--- config.mk ---
export PLATFORM = sky130hd
export DESIGN_NAME = agps_sequencer
export DESIGN_NICKNAME = d
export VERILOG_FILES = /design/src/rtl/agps_pkg.sv /design/src/rtl/agps_conv_if.sv /design/src/rtl/agps_converter.sv /design/src/rtl/agps_sequencer.sv
export VERILOG_INCLUDE_DIRS = /design/src /design/src/rtl
export SDC_FILE = /design/constraint.sdc
export NUM_CORES = 1
export LEC_CHECK = 0
export BUFFER_PORTS_ARGS = -buffer_cell sky130_fd_sc_hd__buf_2
export CORE_MARGIN = 1.5
export CORE_UTILIZATION = 62
export DETAILED_ROUTE_END_ITERATION = 10
export PLACE_DENSITY = 0.84
export SYNTH_ARGS = -nofsm -noshare
export SYNTH_HDL_FRONTEND = slang
export SYNTH_SLANG_ARGS = --single-unit
export TNS_END_PERCENT = 30
--- constraint.sdc ---
create_clock -name aclk -period 8.3 [get_ports aclk]
set_clock_uncertainty 0.15 [all_clocks]
set_input_delay 1.245 -clock aclk [delete_from_list [all_inputs] [get_ports aclk]]
set_output_delay 1.245 -clock aclk [all_outputs]
set_load 0.03 [all_outputs]
--- src/rtl/agps_consts.svh ---
// Constants for the group priority scan sequencer: offsets, bits, timing.
// Assumes byte addressing on an 8-bit AXI4-Lite address.
`ifndef AGPS_CONSTS_SVH
`define AGPS_CONSTS_SVH
`define AGPS_NCH 8
`define AGPS_OFF_CTRL 8'h00
`define AGPS_OFF_STAT 8'h04
`define AGPS_OFF_SELA 8'h08
`define AGPS_OFF_SELB 8'h0C
`define AGPS_OFF_SELC 8'h10
`define AGPS_OFF_DIAG 8'h14
`define AGPS_OFF_RES0 8'h20
`define AGPS_OFF_RESN 8'h3C
`define AGPS_B_PGS 0
`define AGPS_B_GROUP_C_ENABLE 1
`define AGPS_B_RSCN 2
`define AGPS_B_RSM 3
`define AGPS_B_RPT 4
`define AGPS_B_DIAG 5
`define AGPS_B_IE 6
`define AGPS_B_GBIE 7
`define AGPS_CTRL_RST 8'h00
`define AGPS_SEL_RST 8'h00
`define AGPS_RESP_OK 2'h0
`define AGPS_RESP_ERR 2'h2
`define AGPS_CONV_NS 2000
`define AGPS_CLK_NS 100
`define AGPS_CONV_CYC ((`AGPS_CONV_NS + `AGPS_CLK_NS - 1) / `AGPS_CLK_NS)
`endif

--- src/rtl/agps_pkg.sv ---
// Types shared by the scan sequencer and its conversion timer.
// Assumes the constants header is on the include path.
package agps_pkg;
  `include "agps_consts.svh"
  // Sequencer states
  typedef enum logic [3:0] {
    ST_IDLE = 4'h1,
    ST_DIAG = 4'h2,
    ST_SEEK = 4'h4,
    ST_CONV = 4'h8
  } agps_state_t;
  // Sequencer state
  typedef struct packed {
    logic [7:0] ctrl;
    logic [2:0][7:0] sel;
    logic start;
    agps_state_t st;
    logic [1:0] grp;
    logic [3:0] ch;
    logic [2:0] pend;
    logic [2:0][3:0] rsm;
    logic [7:0][11:0] res;
    logic [11:0] diag_res;
    logic irq_a;
    logic irq_b;
    logic go;
    logic diag;
    logic abort;
    logic [2:0] cch;
    logic awrdy;
    logic wrdy;
    logic [7:0] waddr;
    logic [31:0] wdata;
    logic [3:0] wstrb;
    logic bvalid;
    logic [1:0] bresp;
    logic arrdy;
    logic rvalid;
    logic [31:0] rdata;
    logic [1:0] rresp;
  } agps_seq_t;
  // Conversion timer state
  typedef struct packed {
    logic busy;
    logic [7:0] cnt;
    logic [2:0] ch;
    logic diag;
    logic done;
    logic [11:0] result;
  } agps_cnv_t;
endpackage : agps_pkg

--- src/rtl/agps_conv_if.sv ---
// Link between the scan sequencer and the conversion timer.
// Assumes both ends run on the same clock.
`timescale 1ns/10ps
interface agps_conv_if;
  logic go; // Start one conversion, pulse
  logic diag; // Conversion is a self-diagnosis one
  logic abort; // Drop the conversion in progress, pulse
  logic [2:0] ch; // Channel to convert
  logic done; // Conversion finished, pulse
  logic [11:0] result; // Finished result
  modport seq (output go, output diag, output abort, output ch, input done, input result);
  modport cnv (input go, input diag, input abort, input ch, output done, output result);
endinterface : agps_conv_if

--- src/rtl/agps_converter.sv ---
// Conversion timer: holds the channel mux and times one conversion.
// Assumes sample_data is synchronous to aclk and settled at the end.
`timescale 1ns/10ps
`include "agps_consts.svh"
module agps_converter (
  input wire logic aclk,
  input wire logic aresetn,
  agps_conv_if.cnv cv,
  input wire logic [11:0] sample_data,
  output logic [2:0] mux_sel,
  output logic diag_sel
);
  agps_pkg::agps_cnv_t q_ff; // Registered state
  agps_pkg::agps_cnv_t nxt_q; // Next state

  // Next-state: a new start always wins, so an abort never kills it
  always_comb begin
    nxt_q = q_ff;
    nxt_q.done = 1'b0;
    if (cv.go) begin
      // Restart discards any unfinished work
      nxt_q.busy = 1'b1;
      nxt_q.cnt = 8'h00;
      nxt_q.ch = cv.ch;
      nxt_q.diag = cv.diag;
    end else if (cv.abort) begin
      // Partial result is thrown away
      nxt_q.busy = 1'b0;
    end else if (q_ff.busy) begin
      if (q_ff.cnt == 8'(`AGPS_CONV_CYC - 1)) begin
        nxt_q.busy = 1'b0;
        nxt_q.done = 1'b1;
        nxt_q.result = sample_data;
      end else begin
        nxt_q.cnt = q_ff.cnt + 8'h01;
      end
    end
  end

  // State register
  always_ff @(posedge aclk) begin
    if (!aresetn) begin
      q_ff <= '0;
    end else begin
      q_ff <= nxt_q;
    end
  end

  assign cv.done = q_ff.done;
  assign cv.result = q_ff.result;
  assign mux_sel = q_ff.ch;
  assign diag_sel = q_ff.diag;
endmodule : agps_converter

--- src/rtl/agps_sequencer.sv ---
// Group priority scan sequencer with AXI4-Lite registers.
// Assumes triggers and sample data are synchronous to aclk.
//
// Our own choices: register access over AXI4-Lite and the register addresses.
`timescale 1ns/10ps
`include "agps_consts.svh"
module agps_sequencer (
  input wire logic aclk,
  input wire logic aresetn,
  input wire logic [7:0] s_axi_awaddr,
  input wire logic s_axi_awvalid,
  output logic s_axi_awready,
  input wire logic [31:0] s_axi_wdata,
  input wire logic [3:0] s_axi_wstrb,
  input wire logic s_axi_wvalid,
  output logic s_axi_wready,
  output logic [1:0] s_axi_bresp,
  output logic s_axi_bvalid,
  input wire logic s_axi_bready,
  input wire logic [7:0] s_axi_araddr,
  input wire logic s_axi_arvalid,
  output logic s_axi_arready,
  output logic [31:0] s_axi_rdata,
  output logic [1:0] s_axi_rresp,
  output logic s_axi_rvalid,
  input wire logic s_axi_rready,
  input wire logic trig_a,
  input wire logic trig_b,
  input wire logic trig_c,
  input wire logic [11:0] sample_data,
  output logic [2:0] analog_input_channel,
  output logic self_diagnosis_active,
  output logic conversion_start_flag,
  output logic scan_end_irq,
  output logic group_b_scan_end_irq
);
  agps_pkg::agps_seq_t q_ff; // Registered state
  agps_pkg::agps_seq_t nxt_q; // Next state
  agps_conv_if cv (); // Link to the conversion timer

  // Lowest selected channel at or above from, 8 when none
  function automatic logic [3:0] seek_ch(input logic [7:0] m, input logic [3:0] from);
    logic [3:0] r;
    r = 4'h8;
    for (int i = 7; i >= 0; i--) begin
      if (m[i] && 4'(i) >= from) begin
        r = 4'(i);
      end
    end
    return r;
  endfunction : seek_ch

  // Conversion timer
  agps_converter u_cnv (
    .aclk(aclk),
    .aresetn(aresetn),
    .cv(cv),
    .sample_data(sample_data),
    .mux_sel(analog_input_channel),
    .diag_sel(self_diagnosis_active)
  );

  assign cv.go = q_ff.go;
  assign cv.diag = q_ff.diag;
  assign cv.abort = q_ff.abort;
  assign cv.ch = q_ff.cch;

  logic group_priority_select, group_c_enable, rscn, rsm_en, rpt, diag_en; // Control bits
  logic [1:0] low_g; // Lowest-priority group in use
  logic [2:0] trg; // Effective triggers A, B, C
  logic done_ok; // Done that belongs to the current request
  logic [3:0] nch; // Next channel to scan
  logic st_req; // Start a group scan this cycle
  logic [1:0] st_grp; // Group to start
  logic [3:0] st_from; // Channel to start from
  logic sw_wr_stat; // Software write to status

  // Sequencing, register file and bus slave
  always_comb begin
    nxt_q = q_ff;
    nxt_q.go = 1'b0;
    nxt_q.abort = 1'b0;
    nxt_q.irq_a = 1'b0;
    nxt_q.irq_b = 1'b0;
    group_priority_select = q_ff.ctrl[`AGPS_B_PGS];
    group_c_enable = q_ff.ctrl[`AGPS_B_GROUP_C_ENABLE];
    rscn = q_ff.ctrl[`AGPS_B_RSCN];
    rsm_en = q_ff.ctrl[`AGPS_B_RSM];
    rpt = q_ff.ctrl[`AGPS_B_RPT];
    diag_en = q_ff.ctrl[`AGPS_B_DIAG];
    low_g = group_c_enable ? 2'h2 : 2'h1;
    trg = {trig_c & group_c_enable, trig_b, trig_a};
    done_ok = cv.done && !q_ff.go;
    nch = seek_ch(q_ff.sel[q_ff.grp], q_ff.ch);
    st_req = 1'b0;
    st_grp = 2'h0;
    st_from = 4'h0;
    sw_wr_stat = 1'b0;

    // Bus write: take address and data in either order
    if (s_axi_awvalid && q_ff.awrdy) begin
      nxt_q.awrdy = 1'b0;
      nxt_q.waddr = s_axi_awaddr;
    end
    if (s_axi_wvalid && q_ff.wrdy) begin
      nxt_q.wrdy = 1'b0;
      nxt_q.wdata = s_axi_wdata;
      nxt_q.wstrb = s_axi_wstrb;
    end
    if (!q_ff.awrdy && !q_ff.wrdy && !q_ff.bvalid) begin
      // Both halves held: commit and answer
      nxt_q.bvalid = 1'b1;
      nxt_q.bresp = `AGPS_RESP_OK;
      if (q_ff.waddr == `AGPS_OFF_CTRL) begin
        if (q_ff.wstrb[0]) begin
          nxt_q.ctrl = q_ff.wdata[7:0];
        end
      end else if (q_ff.waddr == `AGPS_OFF_STAT) begin
        sw_wr_stat = q_ff.wstrb[0];
      end else if (q_ff.waddr == `AGPS_OFF_SELA) begin
        if (q_ff.wstrb[0]) begin
          nxt_q.sel[0] = q_ff.wdata[7:0];
        end
      end else if (q_ff.waddr == `AGPS_OFF_SELB) begin
        if (q_ff.wstrb[0]) begin
          nxt_q.sel[1] = q_ff.wdata[7:0];
        end
      end else if (q_ff.waddr == `AGPS_OFF_SELC) begin
        if (q_ff.wstrb[0]) begin
          nxt_q.sel[2] = q_ff.wdata[7:0];
        end
      end else if (q_ff.waddr >= `AGPS_OFF_RES0 && q_ff.waddr <= `AGPS_OFF_RESN
                   && q_ff.waddr[1:0] == 2'h0) begin
        nxt_q.bresp = `AGPS_RESP_OK; // Results are read-only
      end else if (q_ff.waddr == `AGPS_OFF_DIAG) begin
        nxt_q.bresp = `AGPS_RESP_OK; // Read-only
      end else begin
        nxt_q.bresp = `AGPS_RESP_ERR; // Unmapped
      end
    end
    if (q_ff.bvalid && s_axi_bready) begin
      // Response taken: reopen both channels
      nxt_q.bvalid = 1'b0;
      nxt_q.awrdy = 1'b1;
      nxt_q.wrdy = 1'b1;
    end

    // Bus read: one at a time
    if (s_axi_arvalid && q_ff.arrdy) begin
      nxt_q.arrdy = 1'b0;
      nxt_q.rvalid = 1'b1;
      nxt_q.rresp = `AGPS_RESP_OK;
      nxt_q.rdata = 32'h0000_0000;
      if (s_axi_araddr == `AGPS_OFF_CTRL) begin
        nxt_q.rdata[7:0] = q_ff.ctrl;
      end else if (s_axi_araddr == `AGPS_OFF_STAT) begin
        nxt_q.rdata[0] = q_ff.start;
        nxt_q.rdata[2:1] = q_ff.grp;
        nxt_q.rdata[6:4] = q_ff.pend;
        nxt_q.rdata[11:8] = q_ff.st;
      end else if (s_axi_araddr == `AGPS_OFF_SELA) begin
        nxt_q.rdata[7:0] = q_ff.sel[0];
      end else if (s_axi_araddr == `AGPS_OFF_SELB) begin
        nxt_q.rdata[7:0] = q_ff.sel[1];
      end else if (s_axi_araddr == `AGPS_OFF_SELC) begin
        nxt_q.rdata[7:0] = q_ff.sel[2];
      end else if (s_axi_araddr == `AGPS_OFF_DIAG) begin
        nxt_q.rdata[11:0] = q_ff.diag_res;
      end else if (s_axi_araddr >= `AGPS_OFF_RES0 && s_axi_araddr <= `AGPS_OFF_RESN
                   && s_axi_araddr[1:0] == 2'h0) begin
        nxt_q.rdata[11:0] = q_ff.res[s_axi_araddr[4:2]];
      end else begin
        nxt_q.rresp = `AGPS_RESP_ERR; // Unmapped reads as zero
      end
    end
    if (q_ff.rvalid && s_axi_rready) begin
      nxt_q.rvalid = 1'b0;
      nxt_q.arrdy = 1'b1;
    end

    // Scan control
    if (sw_wr_stat && !q_ff.wdata[0]) begin
      // Forced stop by software: drop everything
      nxt_q.start = 1'b0;
      nxt_q.st = agps_pkg::ST_IDLE;
      nxt_q.pend = 3'h0;
      nxt_q.abort = 1'b1;
    end else if (q_ff.st == agps_pkg::ST_IDLE) begin
      // Waiting: a trigger, a software start or repeat begins a scan
      if (trg[0] || (sw_wr_stat && q_ff.wdata[0])) begin
        st_req = 1'b1;
        st_grp = 2'h0;
      end else if (trg[1]) begin
        st_req = 1'b1;
        st_grp = 2'h1;
      end else if (trg[2]) begin
        st_req = 1'b1;
        st_grp = 2'h2;
      end else if (rpt) begin
        st_req = 1'b1;
        st_grp = low_g;
      end
    end else begin
      // Triggers of lower groups queue only with rescan; own one is ignored
      for (int g = 0; g < 3; g++) begin
        if (trg[g] && 2'(g) > q_ff.grp && rscn && !q_ff.pend[g]) begin
          nxt_q.pend[g] = 1'b1;
          nxt_q.rsm[g] = 4'h0;
        end
      end
      if (group_priority_select && q_ff.grp != 2'h0 && (trg[0] || (trg[1] && q_ff.grp == 2'h2))) begin
        // Higher group pre-empts; unfinished conversion is dropped
        st_req = 1'b1;
        st_grp = trg[0] ? 2'h0 : 2'h1;
        nxt_q.abort = 1'b1;
        if (rscn || (rpt && q_ff.grp == low_g)) begin
          nxt_q.pend[q_ff.grp] = 1'b1;
          // Resume only with rescan; B in three groups needs repeat too
          if (rscn && rsm_en && (q_ff.grp == low_g || rpt)) begin
            nxt_q.rsm[q_ff.grp] = q_ff.ch;
          end else begin
            nxt_q.rsm[q_ff.grp] = 4'h0;
          end
        end else begin
          nxt_q.pend[q_ff.grp] = 1'b0;
        end
      end else begin
        case (q_ff.st)
          agps_pkg::ST_DIAG: begin
            // Diagnosis result, then the channel walk
            if (done_ok) begin
              nxt_q.diag_res = cv.result;
              nxt_q.st = agps_pkg::ST_SEEK;
            end
          end
          agps_pkg::ST_CONV: begin
            // Store result and step upward
            if (done_ok) begin
              nxt_q.res[q_ff.cch] = cv.result;
              nxt_q.ch = q_ff.ch + 4'h1;
              nxt_q.st = agps_pkg::ST_SEEK;
            end
          end
          agps_pkg::ST_SEEK: begin
            if (nch != 4'h8) begin
              // Next selected channel in ascending order
              nxt_q.ch = nch;
              nxt_q.cch = nch[2:0];
              nxt_q.go = 1'b1;
              nxt_q.diag = 1'b0;
              nxt_q.st = agps_pkg::ST_CONV;
            end else begin
              // Scan of this group ended
              nxt_q.irq_a = q_ff.ctrl[`AGPS_B_IE] && q_ff.grp != 2'h1;
              nxt_q.irq_b = q_ff.ctrl[`AGPS_B_GBIE] && q_ff.grp == 2'h1;
              if (q_ff.pend[0]) begin
                st_req = 1'b1;
                st_grp = 2'h0;
              end else if (q_ff.pend[1]) begin
                st_req = 1'b1;
                st_grp = 2'h1;
              end else if (q_ff.pend[2] && group_c_enable) begin
                st_req = 1'b1;
                st_grp = 2'h2;
              end else if (rpt) begin
                st_req = 1'b1;
                st_grp = low_g;
              end else begin
                nxt_q.start = 1'b0;
                nxt_q.st = agps_pkg::ST_IDLE;
              end
            end
          end
          default: begin
            nxt_q.st = agps_pkg::ST_IDLE;
          end
        endcase
      end
    end

    // Begin a group scan, at its saved channel when pending
    if (st_req) begin
      st_from = q_ff.pend[st_grp] ? q_ff.rsm[st_grp] : 4'h0;
      nxt_q.pend[st_grp] = 1'b0;
      nxt_q.grp = st_grp;
      nxt_q.ch = st_from;
      nxt_q.start = 1'b1;
      if (diag_en) begin
        nxt_q.go = 1'b1;
        nxt_q.diag = 1'b1;
        nxt_q.cch = 3'h0;
        nxt_q.st = agps_pkg::ST_DIAG;
      end else begin
        nxt_q.st = agps_pkg::ST_SEEK;
      end
    end
    if (!rscn) begin
      // Without rescan only the repeating lowest group may stay pending
      for (int g = 0; g < 3; g++) begin
        if (!(rpt && 2'(g) == low_g)) begin
          nxt_q.pend[g] = 1'b0;
        end
      end
    end
  end

  // State register
  always_ff @(posedge aclk) begin
    if (!aresetn) begin
      q_ff <= '0;
      q_ff.ctrl <= `AGPS_CTRL_RST;
      q_ff.sel <= {3{`AGPS_SEL_RST}};
      q_ff.st <= agps_pkg::ST_IDLE;
      q_ff.awrdy <= 1'b1;
      q_ff.wrdy <= 1'b1;
      q_ff.arrdy <= 1'b1;
    end else begin
      q_ff <= nxt_q;
    end
  end

  assign s_axi_awready = q_ff.awrdy;
  assign s_axi_wready = q_ff.wrdy;
  assign s_axi_bvalid = q_ff.bvalid;
  assign s_axi_bresp = q_ff.bresp;
  assign s_axi_arready = q_ff.arrdy;
  assign s_axi_rvalid = q_ff.rvalid;
  assign s_axi_rdata = q_ff.rdata;
  assign s_axi_rresp = q_ff.rresp;
  assign conversion_start_flag = q_ff.start;
  assign scan_end_irq = q_ff.irq_a;
  assign group_b_scan_end_irq = q_ff.irq_b;
endmodule : agps_sequencer

==> summary.md, run 1 <==
| Metric | Value |
|---|---|
| Status | `completed` |
| Leak | `0.00478 uW` |
| Synth top area cells | `dfxtp_1 42%, mux2i_1 14%, nor2_1 6.5%` |
| Max Freq | `256 MHz` |
| MaxCap Viol Count | `0` |
| Initial Util | `0.639` |
| Placement Setup Slack | `4.08 ns` |
| Share of the synthesized area in the top cell type | `0.423` |
| H-tree Lvls | `1` |
| Drt first pass iters | `6` |
| Drt initial violations | `891` |
| Tmin final | `3.91 ns` |
| RSZ-0062 raised after global routing | `no` |
| TritonCTS clock tree | `done` |
| Setup ws final | `4.39 ns` |
| Synth Warn # | `0` |
| Setup TNS | `0 ns` |
| Most frequent cell after synthesis | `dfxtp_1` |
| Final slew viol count | `0` |
| Critical Path RT | `8.50 ns` |
| Die H | `137 um` |
| Final Setup Violations | `0` |
| Mapped Area | `11200 um2` |
| Row cnt | `48` |
| Vias in the first global route | `8461` |
| Final hold slack | `0.307 ns` |
| Yosys top cell by area | `dfxtp_1` |
| Clock slew at reported path FFs | `0.06 ns` |
| Final hold vios | `0` |
| WL per Instance | `18.0 um` |
| Design area | `12100 um2` |
| Worst path arrival time | `4.11 ns` |
| Ys flop type | `dfxtp_1` |
| Antenna diode count | `0` |
| #FFs+latches synth | `236` |
| Hpwl dp | `17300 um` |
| GRT Total Usage | `0.284` |
| Clk Tree Root Cell | `clkbuf_16` |
| Initial antenna violation count | `0` |
| Worst-Margin Slew | `1.08 ns` |
| Sequential area share after synthesis | `0.423` |
| Critical path class | `reg2reg` |
| Post-synth EDFFs | `0` |
| Peak VDD IR | `0.175 mV` |
| Core Box Area | `17500 um2` |
| Area post-placement | `11300 um2` |
| Vias per cell | `6.11` |
| Total wire length | `26300 um` |
| Grt total ovfl | `0` |
| CP max FO | `15` |
| Insertion delay to the later sink of the worst-skew pair | `0.53 ns` |
| Remaining DRCs | `0` |
| Share of layout cells above drive strength 1 | `0.149` |
| Largest net degree at the start of global routing | `110` |
| Crit. End Element | `register` |
| # port buffers | `72` |
| Synthesized area per cell | `9.21 um2` |
| First-pass GRT wire length | `42600 um` |
| Die area | `18800 um2` |
| I/O pin cnt | `122` |
| Routed vias | `8899` |
| Synth async-reset ratio | `0` |
| Cells after Synth | `1212` |
| Area Overhead vs Synth | `8.25%` |
| Total CTS buffers | `24` |
| Gpl congestion | `0.916` |
| Clk sinks | `236` |
| Hold bufs inserted after CTS | `0` |
| Slew margin rel. | `0.283` |
| Pwr Total | `2430 uW` |
| Layout Nets | `1293` |
| Library cells used by synthesis | `88` |
| Post-route ant nets | `0` |
| Post-CTS Setup Inserts | `0` |
| Synth cell count leaders | `236 x dfxtp_1, 192 x nor2_1, 155 x mux2i_1` |
| Clk buf depth | `3` |
| Die Wd | `137 um` |
| PD cells | `201 nW/um2` |
| Final Cycle Share | `0.471` |
| Critical path launch point type | `register` |
| Post-CTS Resized | `0` |
| Worst hold path type | `reg2reg` |
[placed cells by master (no fill, tap or decap), types with 5 or more instances in the layout]
cell type,count
nor2b_1,7
nand2b_1,7
nand2_1,106
a21oi_1,79
nand3_1,40
and3_1,7
a221oi_1,9
nor3_1,9
o21ai_0,30
o2111ai_1,6
nor2_1,192
buf_4,11
clkinv_2,7
xor2_1,5
nand4_1,6
conb_1,22
and2_1,8
o21ai_1,5
dfxtp_1,236
a211oi_1,5
a22oi_1,18
o2bb2ai_1,5
a22o_1,8
clkbuf_16,24
mux4_2,24
buf_2,72
or3_1,6
inv_1,15
a31oi_1,6
mux2i_1,155
[sequential cells by signal (all words and copies together), names as in the netlist, 3 cells and up]
| signal | cells |
|---|---|
| q_ff | 179 |
| u_cnv.mux_sel | 3 |
| u_cnv.q_ff | 9 |
| s_axi_rdata | 12 |
| cv.ch | 3 |
| u_cnv.cv.result | 12 |
[final timing paths]
| check | from | endpoint | slack [ns] | depth (start not counted) |
|---|---|---|---|---|
| worst max-delay path | s_axi_wready | q_ff[132] | 4.39 | 8 |
| worst min-delay path | q_ff[82] | q_ff[82] | 0.31 | 2 |
| worst min register to register | q_ff[82] | q_ff[82] | 0.31 | 2 |
| worst max register to register | s_axi_wready | q_ff[132] | 4.39 | 8 |
[kinds of logic after synthesis]
logic type      Yosys count  share of synthesized area
xor+xnor                  7                    0.00549
other cells               1                   0.000336
flops                   236                      0.423
mux                     184                      0.193
simple gates            426                      0.180
fa+ha+maj                 4                    0.00448
buf+inv                 144                     0.0661
compound gates          210                      0.128
[per-stage QoR]
stage,utilization,cells
2_1_floorplan,-,1233
3_3_place_gp,0.647,1414
3_5_place_dp,0.647,1414
4_1_cts,0.692,1457
5_1_grt,0.692,1457
6_report,0.692,1457
[cell type report]
cell class	instances	area (um2)
repair buffers	83	443
clock buffers	29	659
well taps	225	282
clock inverters	14	121
multi-input cells	853	5790
fillers	1339	5390
flip-flops and latches	236	4720
inverters	17	68.8
[power breakdown]
part           switching (uW)  internal, uW  total [uW]
Combinational             135          62.7         197
Clock                     454           600        1050
Sequential               26.4          1150        1170
Total                     615          1810        2430
[worst max-delay path, stage by stage (launching register included)]
cell and delay [ns]:
dfxtp_1 0.44, or4b_1 0.64, nor4_4 0.68, nand3_4 0.24, nand2_1 0.27, nor3_1 0.13, nand3b_1 0.79, mux2i_1 0.31
nor2_1 0.07
[layer usage]
metal | track usage | wire length (um) | share of wire
met1 | 0.388 | 11600 | 0.44
met4 | 0.0930 | 809 | 0.031
met3 | 0.0456 | 1990 | 0.076
met5 | 0 | 0 | 0
met2 | 0.463 | 11900 | 0.45
No activity file was read; power rests on OpenSTA's default activity.
==> inputs of run 2 (changes only) <==
- CORE_UTILIZATION: 62 -> 53
- PLACE_DENSITY: 0.84 -> 0.76
- clock period: 8.3 -> 3.5 ns (I/O delays scaled with it)
==> run 2 against run 1 <==
Maximum frequency increased by 18%. Global-route usage decreased by 3.8 points. Via count increased by 0.26%. Cell area increased by 2.6%. Core utilization decreased by 8.5 points. Die area increased by 17%. Sequential cell count unchanged. Largest cell class unchanged.
==> summary.md, run 2 (synthesized netlist as in run 1, its figures left out) <==
| Metric | Value |
|---|---|
| Status | `completed` |
| Insertion delay to the later sink of the worst-skew pair | `0.52 ns (about the same)` |
| Largest Register | `q_ff` |
| H-tree Lvls | `1 (unchanged)` |
| Largest net degree at the start of global routing | `140 (+27%)` |
| Remaining DRCs | `0 (unchanged)` |
| Clk sinks | `236 (unchanged)` |
| Worst path arrival time | `3.58 ns (-0.53 ns)` |
| Combinational power share | `0.083 (+0.002)` |
| Psw | `1480 uW (+140%)` |
| Drt first pass iters | `7 (+1)` |
| Hold Path Origin | `sample_data[5]` |
| Initial antenna violation count | `0 (unchanged)` |
| Vias in the first global route | `8327 (-1.6%)` |
| Crit. End Element | `register` |
| Hpwl dp | `18200 um (+4.8%)` |
| Hold EP | `u_cnv.cv.result[5]` |
| Reg2Reg Depth | `11 (+3)` |
| Critical path launch point type | `register` |
| Core Box Area | `20400 um2 (+17%)` |
| Share of layout cells above drive strength 1 | `0.161 (+0.0117)` |
| Drt initial violations | `704 (-21%)` |
| Clk pwr share | `0.459 (+0.024)` |
| Tmin final | `3.32 ns (-0.585 ns)` |
| Max Freq | `301 MHz (+18%)` |
| Critical Path RT | `3.76 ns (-4.74 ns)` |
| Routed vias | `8922 (+0.26%)` |
| Gpl congestion | `0.881 (-3.8%)` |
| GRT Total Usage | `0.246 (-0.0383)` |
| Layout Nets | `1313 (+1.5%)` |
| RSZ-0062 raised after global routing | `no` |
| Post-CTS Resized | `0 (unchanged)` |
| Area Overhead vs Synth | `11.0%` |
| PD cells | `488 nW/um2 (+140%)` |
| Fillers | `1800 (+34%)` |
| Final Setup Violations | `0 (unchanged)` |
| Post-CTS Setup Inserts | `0 (unchanged)` |
| Worst hold stages | `3 (+1)` |
| Post-route ant nets | `0 (unchanged)` |
| Final hold vios | `0 (unchanged)` |
| Hold bufs inserted after CTS | `0 (unchanged)` |
| Die area | `21900 um2 (+17%)` |
| I/O pin cnt | `122 (unchanged)` |
| Number of flip-flops in the largest register | `179 (unchanged)` |
| CP max FO | `8 (-7)` |
| First-pass GRT wire length | `43700 um (+2.6%)` |
| Slew margin rel. | `0.307 (+0.0240)` |
| Final Cycle Share | `0.949 (+0.478)` |
| Share of power burned in registers | `0.458 (-0.026)` |
| Die Wd | `148 um (+8.0%)` |
| Clk buf depth | `3 (unchanged)` |
| Most common cell after layout, fill and taps aside | `dfxtp_1` |
| Row cnt | `52 (+8.3%)` |
| # port buffers | `72 (unchanged)` |
| Critical path class | `reg2reg` |
| TritonCTS clock tree | `done` |
| Worst-Margin Slew | `1.04 ns (-0.0360 ns)` |
| Setup TNS | `0 ns (unchanged)` |
| Internal power | `4570 uW (+150%)` |
| FF-to-FF setup slack | `0.18 ns (-4.21 ns)` |
| Die H | `148 um (+8.0%)` |
| Total CTS buffers | `25 (+4.2%)` |
| Vias per cell | `5.85 (-4.1%)` |
| MaxCap Viol Count | `0 (unchanged)` |
| Antenna diode count | `0 (unchanged)` |
| Worst hold path type | `in2reg` |
| Peak VDD IR | `0.448 mV (+160%)` |
| Total wire length | `27200 um (+3.6%)` |
| Final slew viol count | `0 (unchanged)` |
| Clock slew at reported path FFs | `0.06 ns (about the same)` |
| Clk Tree Root Cell | `clkbuf_16` |
| Commonest cells after routing, fill and taps aside | `236 x dfxtp_1, 192 x nor2_1, 155 x mux2i_1` |
| Switching Fraction | `0.245 (-0.00832)` |
| Grt total ovfl | `0 (unchanged)` |
| FF-to-FF Start | `q_ff[216]` |
| RR Endpoint | `q_ff[217]` |
| Initial Util | `0.547 (-0.0924)` |
| Final Util | `0.607 (-0.0847)` |
| WL per Instance | `17.9 um (-0.95%)` |
| Leak | `0.00491 uW (+2.7%)` |
## run 2: changes by cell type in the layout (fill, tap and decap cells not counted), sizes merged
cell	before	now
buf	83	102
inv	17	18
clkinv	10	4
clkinvlp	3	4
bufinv	1	4
clkbuf	29	33
## run 2: final cells by class
class                      instances  area, um2  share of cell area
sequential                       236       4720               0.381
timing repair buffer             102        611              0.0492
multi-input combinational        853       5790               0.467
tap                              270        338              0.0272
clock inverter                    13        183              0.0147
clock buffer                      33        686              0.0553
inverter                          17       68.8             0.00555
## run 2: worst max-delay path, cell delays in order (launching register included)
cell       delay (ns)
dfxtp_1          0.45
inv_1            0.12
ha_1             0.20
nand2b_1         0.21
o21ba_1          0.25
a2bb2oi_2        0.21
nand3_4          0.15
o31ai_2          0.36
and2_1           0.44
a22oi_1          0.13
a21o_1           0.24
a2111oi_2        0.29
## run 2: power by group through the flow
stage / Clock [uW] / Combinational, uW / Sequential [uW]
final: 2780 / 505 / 2770
after global routing: 2930 / 545 / 2770
after CTS: 2820 / 500 / 2770
after detailed placement: 0 / 497 / 2830
after global placement: 0 / 491 / 2830
after floorplan: 0 / 393 / 2820
## run 2: stage by stage
| step | cells | hold slack, ns | total power, uW | instance area [um2] | worst slack [ns] |
|---|---|---|---|---|---|
| after floorplan | 1233 | 0.271 | 3210 | 11200 | 0.718 |
| final | 1524 | 0.0804 | 6050 | 12400 | 0.179 |
| after CTS | 1524 | 0.0673 | 6080 | 12400 | 0.238 |
| after detailed placement | 1478 | 0.301 | 3320 | 11500 | 0.231 |
| after global placement | 1478 | 0.296 | 3320 | 11500 | 0.327 |
| after global routing | 1524 | 0.0834 | 6240 | 12400 | 0.00788 |
## run 2: worst max-delay path by stage
stage	startpoint	end	slack, ns	cells past startpoint
after floorplan	s_axi_bvalid	q_ff[219]	0.72	8
after global placement	q_ff[221]	q_ff[217]	0.33	9
after detailed placement	q_ff[216]	q_ff[217]	0.23	10
after CTS	q_ff[216]	q_ff[217]	0.24	10
after global routing	q_ff[216]	q_ff[217]	0.008	11
final	q_ff[216]	q_ff[217]	0.18	11
## run 2: metal layers
metal  GRT usage  vias to the layer above  routed length, um
li1            -                     4272                  -
met1       0.348                     4310              12400
met2       0.395                      306              12500
met3      0.0399                       34               1830
met4      0.0604                        0                422
met5           0                        -                  0
==> inputs of run 3 (changes only) <==
- BUFFER_PORTS_ARGS: -buffer_cell sky130_fd_sc_hd__buf_2 -> not set
- CORE_UTILIZATION: 53 -> 58
- DONT_BUFFER_PORTS: not set -> 1
==> run 3 against run 2 <==
Sequential power is essentially flat. Highest routed layer unchanged. Critical endpoint unchanged. Largest cell class unchanged. Final cell count decreased by 6.5%. Critical path depth did not move. Hold slack worse by 0.073 ns.
==> summary.md, run 3 (synthesized netlist as in run 1, its figures left out) <==
| Metric | Value |
|---|---|
| Core Box Area | `18800 um2 (-8.1%)` |
| Final hold vios | `0 (unchanged)` |
| WL per Instance | `19.0 um (+6.2%)` |
| Final hold slack | `0.00705 ns (-0.0733 ns)` |
| Insertion delay to the later sink of the worst-skew pair | `0.52 ns (about the same)` |
| MaxCap Viol Count | `0 (unchanged)` |
| Placement Setup Slack | `0.239 ns (+0.00802 ns)` |
| Worst hold path type | `in2reg` |
| Die H | `142 um (-4.3%)` |
| Critical path class | `reg2reg` |
| Area Overhead vs Synth | `8.15%` |
| Final slew viol count | `0 (unchanged)` |
| Pwr Total | `5880 uW (-2.8%)` |
| Fillers | `1528 (-15%)` |
| PD cells | `487 nW/um2 (-0.17%)` |
| First-pass GRT wire length | `43700 um (+0.14%)` |
| Initial antenna violation count | `0 (unchanged)` |
| # port buffers | `0 (-100%)` |
| Setup TNS | `0 ns (unchanged)` |
| Final Cycle Share | `0.949 (about the same)` |
| Clock slew at reported path FFs | `0.06 ns (about the same)` |
| Vias per cell | `6.13 (+4.8%)` |
| FF/Latch Area | `4720 um2 (unchanged)` |
| Most common cell after layout, fill and taps aside | `dfxtp_1` |
| TritonCTS clock tree | `done` |
| Final Setup Violations | `0 (unchanged)` |
| Crit. End Element | `register` |
| Largest Register | `q_ff` |
| Worst-Margin Slew | `0.835 ns (-0.205 ns)` |
| Reg2Reg Depth | `11 (unchanged)` |
| Number of flip-flops in the largest register | `179 (unchanged)` |
| Antenna diode count | `0 (unchanged)` |
| Critical Path RT | `3.75 ns (about the same)` |
| Peak VDD IR | `0.354 mV (-21%)` |
| Post-CTS Setup Inserts | `0 (unchanged)` |
| Total wire length | `27100 um (-0.65%)` |
| Drt first pass iters | `5 (-2)` |
| Die Wd | `142 um (-4.3%)` |
| Design area | `12100 um2 (-2.6%)` |
| H-tree Lvls | `1 (unchanged)` |
| Slew margin rel. | `0.443 (+0.137)` |
| Drt initial violations | `745 (+5.8%)` |
| Clk buf depth | `3 (unchanged)` |
| Critical path launch point type | `register` |
| Max Freq | `301 MHz (about the same)` |
| RSZ-0062 raised after global routing | `no` |
| Clk sinks | `236 (unchanged)` |
| Commonest cells after routing, fill and taps aside | `236 x dfxtp_1, 192 x nor2_1, 155 x mux2i_1` |
| Clk Tree Root Cell | `clkbuf_16` |
| Gpl congestion | `0.877 (-0.47%)` |
| Vias in the first global route | `8272 (-0.66%)` |
| CP max FO | `8 (unchanged)` |
| Worst hold stages | `2 (-1)` |
| I/O pin cnt | `122 (unchanged)` |
| Initial Util | `0.595 (+0.0484)` |
| Tmin final | `3.32 ns (-0.000733 ns)` |
| Row cnt | `50 (-3.8%)` |
| Post-route ant nets | `0 (unchanged)` |
| Grt total ovfl | `0 (unchanged)` |
| Largest net degree at the start of global routing | `87 (-38%)` |
| GRT Total Usage | `0.271 (+0.0251)` |
| Hpwl dp | `17900 um (-1.5%)` |
| Share of layout cells above drive strength 1 | `0.109 (-0.0519)` |
| Area post-placement | `11100 um2 (-3.7%)` |
| Setup ws final | `0.180 ns (+0.000733 ns)` |
| Total CTS buffers | `24 (-4.0%)` |
| Routed vias | `8739 (-2.1%)` |
| Remaining DRCs | `0 (unchanged)` |
| Area occupied by multi-input gates | `5790 um2 (unchanged)` |
| Worst path arrival time | `3.57 ns (about the same)` |
| Die area | `20100 um2 (-8.5%)` |
| Status | `completed` |
| Layout Nets | `1252 (-4.6%)` |
| Leak | `0.00463 uW (-5.7%)` |
==> run 3: cell types whose count changed in the layout (fill, tap and decap cells not counted), sizes merged <==
cell	change
inv	-1
clkinvlp	+2
bufinv	-2
clkinv	-2
dlygate4sd3	+13
buf	-73
==> run 3: worst max-delay path, stage by stage (launching register included) <==
cell       delay, ns
dfxtp_1         0.45
inv_1           0.13
ha_1            0.21
nand2b_1        0.22
o21ba_1         0.26
a2bb2oi_2       0.21
nand3_4         0.15
o31ai_2         0.34
and2_1          0.41
a22oi_1         0.12
a21o_1          0.24
a2111oi_2       0.32
==> run 3: path summary, 6_finish.rpt <==
| check | start | end | slack, ns |
|---|---|---|---|
| worst max register to register | q_ff[216] | q_ff[217] | 0.18 |
| worst max-delay path | q_ff[216] | q_ff[217] | 0.18 |
| worst min-delay path | sample_data[4] | u_cnv.cv.result[4] | 0.007 |
| worst min register to register | q_ff[75] | q_ff[75] | 0.30 |
==> run 3: report_power, final <==
group / switching, uW / leakage, uW / internal, uW / total (uW)
registers: 68.7 / 0.00191 / 2720 / 2790
logic: 277 / 0.00232 / 143 / 420
clock network: 1070 / 0.000397 / 1600 / 2670
total: 1420 / 0.00463 / 4460 / 5880
==> run 3: final cells by class <==
| cell class | count | area share |
|---|---|---|
| Clock buffer | 33 | 0.0601 |
| Tap cell | 234 | 0.0242 |
| Inverter | 17 | 0.00570 |
| Clock inverter | 10 | 0.00953 |
| Sequential cell | 236 | 0.391 |
| Timing Repair Buffer | 42 | 0.0298 |
| Multi-Input combinational cell | 853 | 0.479 |
==> run 3: what timing repair did <==
item                       in CTS  in global routing
setup endpoints to repair       0                  1
gates resized for setup         0                  0
hold endpoints to repair       16                  0
hold buffers                   13                  0
==> run 3: through the flow <==
step | cells | utilization
detailed placement | 1369 | 0.592
floorplan | 1233 | -
finish | 1425 | 0.643
CTS | 1425 | 0.643
global route | 1425 | 0.643
global placement | 1369 | 0.592
==> run 3: layer usage <==
metal / global-route usage / share of wire / up-vias
met1: 0.374 / 0.45 / 4229
li1: - / - / 4143
met2: 0.439 / 0.46 / 325
met3: 0.0496 / 0.074 / 42
met5: 0 / 0 / -
met4: 0.0727 / 0.017 / 0
